`src/shared/tsr_consts.svh`:
```
// Purpose: constants of the task state record unit
// Assumes: 32-bit Avalon word addresses, record word index = byte offset / 4
// Notes:   offsets, field positions, reset values and limits live here
//
// Overview of operation
// [RQ1] link word 0 is saved on suspend and reloaded on load.
// [RQ2] level 0-2 stack pairs are loaded only, never written back.
// [RQ3] translation table base is loaded only, never saved.
// [RQ4] next instruction pointer is saved on suspend and restored on load.
// [RQ5] flags image is saved on suspend and restored on load.
// [RQ6] eight general registers are saved and restored as consecutive words.
// [RQ7] six segment selectors use low halves; upper halves ignored on read.
// [RQ8] local descriptor table selector is loaded only, never saved.
// [RQ9] trap bit set in incoming record raises a debug fault.
// [RQ10] shadow stack pointer is loaded only, never saved.
// [RQ11] a switch touches only the first 104 record bytes (plus shadow word).
// [RQ12] load task register op touches no record field and no memory.
// [RQ13] 16-bit field at 66h locates the permission map start.
// [RQ14] map consulted only in v86 mode or when current privilege exceeds io privilege.
// [RQ15] one bit per byte port; any covered set bit gives protection fault.
// [RQ16] two consecutive map bytes are fetched for each port check; here a map byte beyond the record limit is not fetched.
// [RQ17] software ends the map with an all-ones byte plus one more.
// [RQ18] map base above DFFFh gives a protection fault on map access.
// [RQ19] map bits beyond the record limit count as set.
// [RQ20] redirect map holds one bit per software vector, 32 bytes.
// [RQ21] software places both maps above byte 103, inside 64 Kbytes.
// [RQ22] software keeps the record free of page faults during switches.
// [RQ23] outgoing dynamic state is saved before incoming state is loaded.
// [RQ24] record limit below 67h, or 6Bh with shadow stacks, faults.
`ifndef TSR_CONSTS_SVH
`define TSR_CONSTS_SVH
// bus register word addresses
`define TSR_A_CTRL      6'h00
`define TSR_A_STATUS    6'h01
`define TSR_A_OLD_BASE  6'h02
`define TSR_A_NEW_BASE  6'h03
`define TSR_A_NEW_LIMIT 6'h04
`define TSR_A_CFG       6'h05
`define TSR_A_IO_REQ    6'h06
`define TSR_A_TASK_PTR  6'h07
`define TSR_A_CUR_BASE  6'h08
`define TSR_A_CUR_LIMIT 6'h09
`define TSR_A_CTX       6'h20
// control and status bits
`define TSR_C_SWITCH 0
`define TSR_C_IOCHK  1
`define TSR_C_TASKLD 2
`define TSR_S_BUSY   0
`define TSR_S_DONE   1
`define TSR_S_GP     2
`define TSR_S_DB     3
`define TSR_S_TS     4
`define TSR_S_GRANT  5
`define TSR_S_TBUSY  6
// configuration fields
`define TSR_F_SHADOW 0
`define TSR_F_V86    1
`define TSR_F_CURPRV 3:2
`define TSR_F_IOPRV  5:4
// record word indexes
`define TSR_W_LINK   5'd0
`define TSR_W_NIP    5'd8
`define TSR_W_SEG0   5'd18
`define TSR_W_LASTDY 5'd23
`define TSR_W_LOCTBL 5'd24
`define TSR_W_TRAP   5'd25
`define TSR_W_SHADOW 5'd26
// limits
`define TSR_MIN_LIM    32'h0000_0067
`define TSR_MIN_LIM_SS 32'h0000_006B
`define TSR_MAP_MAX    16'hDFFF
`define TSR_ONES_BYTE  8'hFF
`define TSR_RST_WORD   32'h0000_0000
`endif

```
`src/shared/tsr_pkg.sv`:
```
// Purpose: types of the task state record unit
// Assumes: nothing beyond the constants header
// Notes:   state codes written out
package tsr_pkg;
  typedef enum logic [2:0] {
    TSR_IDLE = 3'b000,
    TSR_SAVE = 3'b001,
    TSR_LOAD = 3'b010,
    TSR_IO0  = 3'b011,
    TSR_IO1  = 3'b100
  } tsr_state_t;
  typedef logic [31:0] tsr_word_t;
endpackage

```
`src/design/tsr_task_state_unit.sv`:
```
// Purpose: task switch save/load engine and port permission checker
// Assumes: record memory answers with a one-cycle ack on the same clock
// Notes:   Avalon slave answers every access one cycle after it appears
`include "tsr_consts.svh"

module tsr_task_state_unit
  import tsr_pkg::*;
#(
  parameter int CTX_WORDS = 27
) (
  input  wire logic        clk_sys_in,          // system clock
  input  wire logic        rst_n_in,            // async reset, low
  input  wire logic [5:0]  avs_address_in,      // word address
  input  wire logic        avs_read_in,         // read request
  input  wire logic        avs_write_in,        // write request
  input  wire logic [31:0] avs_writedata_in,    // write data
  input  wire logic [3:0]  avs_byteenable_in,   // write lanes
  output logic      [31:0] avs_readdata_out,    // read data
  output logic             avs_waitrequest_out, // stall
  output logic             mem_req_out,         // record access
  output logic             mem_we_out,          // write access
  output logic      [31:0] mem_addr_out,        // byte address
  output logic      [31:0] mem_wdata_out,       // write word
  input  wire logic [31:0] mem_rdata_in,        // read word
  input  wire logic        mem_ack_in,          // access done
  output logic             done_out,            // command done pulse
  output logic             gp_fault_out,        // protection fault pulse
  output logic             db_fault_out,        // debug fault pulse
  output logic             ts_fault_out         // bad record pulse
);

  // lane merge for byte enables
  function automatic tsr_word_t merge(tsr_word_t old, tsr_word_t nw,
                                      logic [3:0] be);
    tsr_word_t r;
    r = old;
    for (int b = 0; b < 4; b++) begin
      if (be[b]) begin
        r[8*b +: 8] = nw[8*b +: 8];
      end
    end
    return r;
  endfunction

  // words written on suspend
  function automatic logic is_dyn(logic [4:0] i);
    return (i == `TSR_W_LINK) || (i >= `TSR_W_NIP && i <= `TSR_W_LASTDY);
  endfunction

  // byte lane of a word
  function automatic logic [7:0] pick(tsr_word_t w, logic [1:0] lo);
    return w[{lo, 3'b000} +: 8];
  endfunction

  // word to byte address
  function automatic tsr_word_t waddr(tsr_word_t base, logic [4:0] i);
    return base + {25'h0, i, 2'b00};
  endfunction

  tsr_state_t       state, next_state;
  logic [4:0]       idx, next_idx;
  tsr_word_t        ctx [CTX_WORDS];
  tsr_word_t        next_ctx [CTX_WORDS];
  tsr_word_t        old_base, next_old_base;
  tsr_word_t        new_base, next_new_base;
  tsr_word_t        new_limit, next_new_limit;
  tsr_word_t        cur_base, next_cur_base;
  tsr_word_t        cur_limit, next_cur_limit;
  logic [5:0]       cfg, next_cfg;
  logic [17:0]      io_req, next_io_req;
  logic [15:0]      task_ptr, next_task_ptr;
  logic             task_busy, next_task_busy;
  logic [16:0]      ioff, next_ioff;
  logic [7:0]       byte0, next_byte0;
  logic [4:0]       st, next_st;
  logic             next_mem_req, next_mem_we;
  tsr_word_t        next_mem_addr, next_mem_wdata;
  logic             next_done, next_gp, next_db, next_ts;
  logic             next_wait;
  tsr_word_t        next_rdata;
  logic             wr_go;
  logic             acc;
  logic [4:0]       last_ld;
  logic [15:0]      map_mask;
  logic [15:0]      map_pair;
  tsr_word_t        rd_mux;

  // bus handshake: one wait cycle, then answer
  assign acc   = (avs_read_in | avs_write_in) & avs_waitrequest_out;
  assign wr_go = avs_write_in & ~avs_waitrequest_out;
  // last word loaded, shadow pointer only with shadow stacks
  assign last_ld = cfg[`TSR_F_SHADOW] ? `TSR_W_SHADOW : `TSR_W_TRAP; // see [RQ11]
  // covered bits of a 1, 2 or 4 byte port, or one redirect vector bit (size 3)
  assign map_mask = {12'h000, (io_req[17:16] == 2'b10 ? 4'hF : (io_req[17:16] == 2'b01 ? 4'h3
                    : 4'h1))} << io_req[2:0]; // see [RQ15]

  // read data selection
  always_comb begin
    rd_mux = `TSR_RST_WORD;
    if (avs_address_in >= `TSR_A_CTX &&
        avs_address_in < `TSR_A_CTX + 6'(CTX_WORDS)) begin
      rd_mux = ctx[5'(avs_address_in - `TSR_A_CTX)];
    end else begin
      unique case (avs_address_in)
        `TSR_A_STATUS:    rd_mux = {25'h0, task_busy, st, state != TSR_IDLE};
        `TSR_A_OLD_BASE:  rd_mux = old_base;
        `TSR_A_NEW_BASE:  rd_mux = new_base;
        `TSR_A_NEW_LIMIT: rd_mux = new_limit;
        `TSR_A_CFG:       rd_mux = {26'h0, cfg};
        `TSR_A_IO_REQ:    rd_mux = {14'h0, io_req};
        `TSR_A_TASK_PTR:  rd_mux = {16'h0, task_ptr};
        `TSR_A_CUR_BASE:  rd_mux = cur_base;
        `TSR_A_CUR_LIMIT: rd_mux = cur_limit;
        default:          rd_mux = `TSR_RST_WORD;
      endcase
    end
  end

  // bus slave next values
  always_comb begin
    next_wait  = ~acc;
    next_rdata = (acc & avs_read_in) ? rd_mux : avs_readdata_out;
  end

  // bus slave registers
  always_ff @(posedge clk_sys_in or negedge rst_n_in) begin
    if (!rst_n_in) begin
      avs_waitrequest_out <= 1'b1;
      avs_readdata_out    <= `TSR_RST_WORD;
    end else begin
      avs_waitrequest_out <= next_wait;
      avs_readdata_out    <= next_rdata;
    end
  end

  // engine next values
  always_comb begin
    logic fin, gp, db, ts, grant, cmd_ok;
    fin   = 1'b0;
    gp    = 1'b0;
    db    = 1'b0;
    ts    = 1'b0;
    grant = 1'b0;
    cmd_ok = wr_go && avs_address_in == `TSR_A_CTRL && state == TSR_IDLE;
    next_state     = state;
    next_idx       = idx;
    next_ctx       = ctx;
    next_old_base  = old_base;
    next_new_base  = new_base;
    next_new_limit = new_limit;
    next_cur_base  = cur_base;
    next_cur_limit = cur_limit;
    next_cfg       = cfg;
    next_io_req    = io_req;
    next_task_ptr  = task_ptr;
    next_task_busy = task_busy;
    next_ioff      = ioff;
    next_byte0     = byte0;
    next_mem_req   = 1'b0;
    next_mem_we    = mem_we_out;
    next_mem_addr  = mem_addr_out;
    next_mem_wdata = mem_wdata_out;
    map_pair       = 16'h0000;
    // software writes, accepted only while idle
    if (wr_go && state == TSR_IDLE) begin
      if (avs_address_in >= `TSR_A_CTX &&
          avs_address_in < `TSR_A_CTX + 6'(CTX_WORDS)) begin
        next_ctx[5'(avs_address_in - `TSR_A_CTX)] =
          merge(ctx[5'(avs_address_in - `TSR_A_CTX)], avs_writedata_in,
                avs_byteenable_in);
      end
      unique case (avs_address_in)
        `TSR_A_OLD_BASE:  next_old_base = merge(old_base, avs_writedata_in,
                                                avs_byteenable_in);
        `TSR_A_NEW_BASE:  next_new_base = merge(new_base, avs_writedata_in,
                                                avs_byteenable_in);
        `TSR_A_NEW_LIMIT: next_new_limit = merge(new_limit, avs_writedata_in,
                                                 avs_byteenable_in);
        `TSR_A_CFG:       next_cfg = 6'(merge({26'h0, cfg}, avs_writedata_in,
                                              avs_byteenable_in));
        `TSR_A_IO_REQ:    next_io_req = 18'(merge({14'h0, io_req},
                                                  avs_writedata_in,
                                                  avs_byteenable_in));
        `TSR_A_TASK_PTR:  next_task_ptr = 16'(merge({16'h0, task_ptr},
                                                    avs_writedata_in,
                                                    avs_byteenable_in));
        default: ;
      endcase
    end
    unique case (state)
      TSR_IDLE: begin
        if (cmd_ok && avs_writedata_in[`TSR_C_SWITCH]) begin
          if (new_limit < (cfg[`TSR_F_SHADOW] ? `TSR_MIN_LIM_SS
                                               : `TSR_MIN_LIM)) begin
            ts  = 1'b1; // see [RQ24]
            fin = 1'b1;
          end else begin
            next_state = TSR_SAVE; // see [RQ23]
            next_idx   = `TSR_W_LINK;
          end
        end else if (cmd_ok && avs_writedata_in[`TSR_C_IOCHK]) begin
          next_ioff = {1'b0, ctx[`TSR_W_TRAP][31:16]} + ((&io_req[17:16]) ? {12'hFFF, io_req[7:3]}
                      : {4'h0, io_req[15:3]}); // see [RQ13] see [RQ20]
          if (!(cfg[`TSR_F_V86] || cfg[`TSR_F_CURPRV] > cfg[`TSR_F_IOPRV])) begin
            grant = 1'b1; // see [RQ14]
            fin   = 1'b1;
          end else if (ctx[`TSR_W_TRAP][31:16] > `TSR_MAP_MAX ||
                       {15'h0, next_ioff} > cur_limit) begin
            gp  = 1'b1; // see [RQ18] see [RQ19]
            fin = 1'b1;
          end else begin
            next_state = TSR_IO0; // see [RQ16]
          end
        end else if (cmd_ok && avs_writedata_in[`TSR_C_TASKLD]) begin
          next_task_busy = 1'b1; // see [RQ12]
          next_cur_base  = new_base;
          next_cur_limit = new_limit;
          fin            = 1'b1;
        end
      end
      TSR_SAVE: begin
        if (mem_ack_in) begin
          if (idx == `TSR_W_LASTDY) begin
            next_state = TSR_LOAD;
            next_idx   = `TSR_W_LINK;
          end else begin
            next_idx = (idx == `TSR_W_LINK) ? `TSR_W_NIP : idx + 5'd1;
          end
        end else if (!mem_req_out) begin
          next_mem_req   = 1'b1;
          next_mem_we    = 1'b1; // see [RQ1] see [RQ4] see [RQ5] see [RQ6]
          next_mem_addr  = waddr(old_base, idx);
          next_mem_wdata = ctx[idx]; // see [RQ7]
        end else begin
          next_mem_req = 1'b1;
        end
      end
      TSR_LOAD: begin
        if (mem_ack_in) begin
          if (idx >= `TSR_W_SEG0 && idx <= `TSR_W_LOCTBL) begin
            next_ctx[idx] = {16'h0, mem_rdata_in[15:0]}; // see [RQ7] see [RQ8]
          end else begin
            next_ctx[idx] = mem_rdata_in; // see [RQ2] see [RQ3] see [RQ10]
          end
          if (idx == last_ld) begin
            next_state     = TSR_IDLE;
            next_cur_base  = new_base;
            next_cur_limit = new_limit;
            db             = next_ctx[`TSR_W_TRAP][0]; // see [RQ9]
            fin            = 1'b1;
          end else begin
            next_idx = idx + 5'd1;
          end
        end else if (!mem_req_out) begin
          next_mem_req  = 1'b1;
          next_mem_we   = 1'b0;
          next_mem_addr = waddr(new_base, idx); // see [RQ11]
        end else begin
          next_mem_req = 1'b1;
        end
      end
      TSR_IO0: begin
        if (mem_ack_in) begin
          next_byte0 = pick(mem_rdata_in, mem_addr_out[1:0]);
          next_state = TSR_IO1;
        end else if (!mem_req_out) begin
          next_mem_req  = 1'b1;
          next_mem_we   = 1'b0;
          next_mem_addr = cur_base + {15'h0, ioff};
        end else begin
          next_mem_req = 1'b1;
        end
      end
      TSR_IO1: begin
        if ({15'h0, ioff} + 32'h1 > cur_limit) begin
          map_pair   = {`TSR_ONES_BYTE, byte0}; // see [RQ19]
          gp         = |(map_pair & map_mask); // see [RQ15]
          grant      = ~gp;
          fin        = 1'b1;
          next_state = TSR_IDLE;
        end else if (mem_ack_in) begin
          map_pair   = {pick(mem_rdata_in, mem_addr_out[1:0]), byte0};
          gp         = |(map_pair & map_mask); // see [RQ15]
          grant      = ~gp;
          fin        = 1'b1;
          next_state = TSR_IDLE;
        end else if (!mem_req_out) begin
          next_mem_req  = 1'b1;
          next_mem_we   = 1'b0;
          next_mem_addr = cur_base + {15'h0, ioff} + 32'h1; // see [RQ16]
        end else begin
          next_mem_req = 1'b1;
        end
      end
    endcase
    // sticky status: a new event wins over a write-one clear
    next_st = st;
    if (wr_go && avs_address_in == `TSR_A_STATUS) begin
      next_st = st & ~avs_writedata_in[`TSR_S_GRANT:`TSR_S_DONE];
    end
    if (cmd_ok) begin
      next_st[4] = 1'b0;
    end
    next_st = next_st | {grant, ts, db, gp, fin};
    next_done = fin;
    next_gp   = gp;
    next_db   = db;
    next_ts   = ts;
  end

  // engine registers
  always_ff @(posedge clk_sys_in or negedge rst_n_in) begin
    if (!rst_n_in) begin
      state         <= TSR_IDLE;
      idx           <= 5'h00;
      for (int i = 0; i < CTX_WORDS; i++) begin
        ctx[i] <= `TSR_RST_WORD;
      end
      old_base      <= `TSR_RST_WORD;
      new_base      <= `TSR_RST_WORD;
      new_limit     <= `TSR_RST_WORD;
      cur_base      <= `TSR_RST_WORD;
      cur_limit     <= `TSR_RST_WORD;
      cfg           <= 6'h00;
      io_req        <= 18'h00000;
      task_ptr      <= 16'h0000;
      task_busy     <= 1'b0;
      ioff          <= 17'h00000;
      byte0         <= 8'h00;
      st            <= 5'h00;
      mem_req_out   <= 1'b0;
      mem_we_out    <= 1'b0;
      mem_addr_out  <= `TSR_RST_WORD;
      mem_wdata_out <= `TSR_RST_WORD;
      done_out      <= 1'b0;
      gp_fault_out  <= 1'b0;
      db_fault_out  <= 1'b0;
      ts_fault_out  <= 1'b0;
    end else begin
      state         <= next_state;
      idx           <= next_idx;
      ctx           <= next_ctx;
      old_base      <= next_old_base;
      new_base      <= next_new_base;
      new_limit     <= next_new_limit;
      cur_base      <= next_cur_base;
      cur_limit     <= next_cur_limit;
      cfg           <= next_cfg;
      io_req        <= next_io_req;
      task_ptr      <= next_task_ptr;
      task_busy     <= next_task_busy;
      ioff          <= next_ioff;
      byte0         <= next_byte0;
      st            <= next_st;
      mem_req_out   <= next_mem_req;
      mem_we_out    <= next_mem_we;
      mem_addr_out  <= next_mem_addr;
      mem_wdata_out <= next_mem_wdata;
      done_out      <= next_done;
      gp_fault_out  <= next_gp;
      db_fault_out  <= next_db;
      ts_fault_out  <= next_ts;
    end
  end
endmodule

```
`config.mk`:
```
export PLATFORM = sky130hd
export DESIGN_NAME = tsr_task_state_unit
export DESIGN_NICKNAME = d
export VERILOG_FILES = /design/src/shared/tsr_pkg.sv /design/src/design/tsr_task_state_unit.sv
export VERILOG_INCLUDE_DIRS = /design/src /design/src/shared
export SDC_FILE = /design/constraint.sdc
export NUM_CORES = 2
export LEC_CHECK = 0
export BUFFER_PORTS_ARGS = -buffer_cell sky130_fd_sc_hd__buf_2
export CORE_MARGIN = 2
export CORE_UTILIZATION = 42
export CTS_CLUSTER_SIZE = 30
export DETAILED_ROUTE_END_ITERATION = 7
export PLACE_DENSITY_LB_ADDON = 0.2
export SLEW_MARGIN = 40
export SYNTH_ARGS = -nofsm -noshare
export SYNTH_HDL_FRONTEND = slang
export SYNTH_SLANG_ARGS = --single-unit
```
`constraint.sdc`:
```
create_clock -name clk_sys_in -period 8.7 [get_ports clk_sys_in]
set_input_delay 1.305 -clock clk_sys_in [delete_from_list [all_inputs] [get_ports clk_sys_in]]
set_output_delay 1.305 -clock clk_sys_in [all_outputs]
set_load 0.01 [all_outputs]
```
==> flow_summary.ini <==
[status]
run_status = finished clean

[worst_setup_path]
critPathKind = reg2reg
reg2reg_depth = 18
cp_max_fo = 12
critPathCaptureType = flop
worst_setup_path_start_kind = flop
r2r-start = io_req[17]$_DFFE_PN0P_
r2r_end = st[0]$_DFF_PN0_
cp.arrival_ns = 6.16
ff2ff_setup_slack_ns = 3.23
crit_required_ns = 9.40

[timing]
skew_ns = 0.0296
slew_headroom_pct = 35.5
finalSetupViolations = 0
setup_tns_ns = 0
rsz0062_at_grt = no
fin_crit_sh_pct = 62.8
slew_violations = 0
hold_violations = 0
worst_slack_ns = 3.23
max_freq_ghz = 0.183
finalCriticalPeriod_ns = 5.47
tightest_slew_ns = 0.967

[place]
gp_congestion = 0.957
place_hpwl_mm = 189
io_buffers = 181
dp_slack_ns = 3.26
place_inst = 9576

[power]
seqPwrFrac_pct = 38.6
p_per_area_nw_per_um2 = 243
p_int_uw = 12700
power_frac_clock_pct = 30.8
swShare_pct = 35.7
p_total_uw = 19700
switchingPower_uw = 7020
comb_power_share_pct = 30.6
p_leak_uw = 0.0325
vdd_drop_max_uv = 248

[cts]
cts_buffers = 138
post_cts_buffers = 0
cts_hold_buf = 0
cts_tree = built
cts_max_level = 4
clock_latency_ns = 0.82
cts-root-buf = clkbuf_16
clockBufferDepth = 3
post_cts_resized = 0
cts_sinks = 1206
clk_pin_slew_ns = 0.06

[cells_and_area]
nNetsFinal = 7581
drive_gt1_share_pct = 19.2
fin_cells = 9834
fill_cells = 15900
syn2layout_area_growth_pct = 11.5
utilization_pct = 47.2

[synth]
ys_warn_count = 0
synth_compound_area_share_pct = 20.5
synthArstFlopShare_pct = 100
ys_seq_area_share_pct = 41.5
synthTopCellsByCount = 1,205 x dfrtp_1, 1,138 x nand2_1, 924 x o21ai_0
synthMuxAreaShare_pct = 18.5
synth_largest_area_cell = dfrtp_1
synthMostInstantiatedCell = dfrtp_1
synth-seq-cells = 1206
netlist.area_leader.share_pct = 41.5
syn_area_per_cell_um2 = 9.58
syn_inst = 7586
synth_enable_flop_cells = 0
synthXorXnorAreaFrac_pct = 1.45
synth_nets = 7755
yosysUniqueCellTypes = 86
synth_ff_type = dfrtp_1
synth-adder-area-share_pct = 1.58
ys_top_cells_by_area = dfrtp_1 41%, mux4_2 14%, o21ai_0 6.4%, nand2_1 5.9%, o211ai_1 4.1%
synth_top_family_by_area = compound AO/OA/AOI/OAI gates
syn_area_um2 = 72700
synth-simple-area-share_pct = 12.1

[grt]
grtUsageTotal_pct = 32.6
overflow = 0
antenna_found_initial = 17
grt_start_max_net_pins = 145
grt_pass1_wl_mm = 425
grt_pass1_vias = 60600

[route]
drt-total-wl_mm = 290
num_vias = 63500
vias_per_cell = 6.45
drc_errors = 0
wl_per_cell_um = 29.5
drt-initial-drc-count = 7562
firstDrtPassIters = 8
postRouteAntennaNets = 0

[die]
die-height_um = 420
die_x_um = 420
row_count = 152
ioPinCount = 182
dieArea_um2 = 176000
coreArea_um2 = 172000
start_util_pct = 42.3

[min_path]
holdCritPathClass = in2async

[run]
cap_viol_max_count = 0
==> layer usage <==
layer | global-route usage [%] | vias to the layer above | wire length, um
met1 | 43.0 | 31600 | 113000
met2 | 49.3 | 3631 | 130000
met4 | 18.2 | 16 | 18100
met5 | 0 | - | 99
li1 | - | 27500 | -
met3 | 8.00 | 757 | 29000
==> critical path, stage by stage, from the launching register on <==
cell       delay (ns)
dfrtp_1          0.42
ha_1             0.35
or2_2            0.36
ha_1             0.23
o41a_1           0.40
a41o_1           0.27
o41ai_1          0.51
o2111ai_1        0.21
a21oi_1          0.21
xnor2_1          0.12
ha_1             0.31
nand4_1          0.13
nand2b_1         0.16
nor3_1           0.14
a311oi_1         0.13
a32oi_1          0.50
a31oi_1          0.15
or4_1            0.58
a21o_1           0.18
==> flip-flops by register name, indices dropped and copies added, names as in the netlist, 6 cells and up <==
register / cells
avs_readdata_out: 32
byte0: 8
cfg: 6
ctx: 864
cur_base: 32
cur_limit: 32
io_req: 18
ioff: 17
mem_addr_out: 32
mem_wdata_out: 32
new_base: 32
new_limit: 32
old_base: 32
task_ptr: 16
==> cells in the final DEF (no fill, tap or decap), types with 20 or more instances in the layout <==
cell / count
o2111ai_1: 32
o22ai_1: 58
mux2_2: 188
mux2i_1: 116
buf_2: 176
ha_1: 87
nor3_1: 37
a21oi_2: 26
a21oi_1: 547
nand4_1: 27
a211oi_1: 156
o221ai_1: 38
dfrtp_1: 1199
o21a_1: 38
nand3_1: 67
xnor2_1: 66
and3_1: 28
xor2_1: 49
buf_4: 188
nor2_2: 46
o21ai_0: 915
nand2_1: 1122
a22oi_1: 34
nor2_1: 671
clkbuf_16: 144
mux4_2: 451
a22o_1: 23
clkinv_2: 20
clkbuf_8: 33
clkbuf_1: 26
a221oi_1: 36
o211ai_1: 397
inv_1: 90
a21o_1: 29
==> through the flow <==
stage          hold slack [ns]  instance area [um^2]
4_1_cts                  0.466                 80800
5_1_grt                  0.479                 81000
3_3_place_gp             0.455                 75700
6_report                 0.427                 81000
3_5_place_dp             0.465                 76200
2_1_floorplan            0.442                 72700
==> worst max-delay path by stage <==
stage                           start            endpoint  slack, ns  cells past startpoint
6_report       io_req[17]$_DFFE_PN0P_     st[0]$_DFF_PN0_       3.23                     18
5_1_grt        io_req[17]$_DFFE_PN0P_     st[0]$_DFF_PN0_       2.93                     18
4_1_cts        io_req[17]$_DFFE_PN0P_     st[0]$_DFF_PN0_       3.30                     18
3_5_place_dp        avs_address_in[0]  ctx[330]$_DFF_PN0_       3.26                     11
3_3_place_gp        avs_address_in[0]   ctx[84]$_DFF_PN0_       2.99                     10
2_1_floorplan  io_req[16]$_DFFE_PN0P_     st[0]$_DFF_PN0_       4.14                     18
==> cell families (layout without fill, tap and decap cells) <==
family / after synthesis / after routing
AOI/OAI and AO/OA: 2439 / 2439
and+or+nand+nor: 2164 / 2164
DFF: 1206 / 1206
buffers and inverters: 811 / 743
muxes: 758 / 758
xor gates and xnor gates: 118 / 118
adders and majority gates: 90 / 90
other: 0 / 6
==> power by group through the flow <==
stage / Combinational, uW / Clock [uW] / Sequential [uW]
after global placement: 5760 / 0 / 7600
final: 6030 / 6050 / 7590
after global routing: 6380 / 6310 / 7720
after detailed placement: 5860 / 0 / 7650
after CTS: 5870 / 6090 / 7570
after floorplan: 3820 / 0 / 7350
==> area by class of cell <==
type                    instances  area, um^2  area share (%)
flip-flops and latches       1206       30200            37.3
multi-input cells            5569       39800            49.2
clock buffers                 203        4160            5.13
inverters                      90         338           0.417
clock inverters                43         427           0.527
repair buffers                407        3160            3.90
well taps                    2310        2890            3.57
diodes                          6        15.0          0.0185
(Power assumes the default switching activity.)
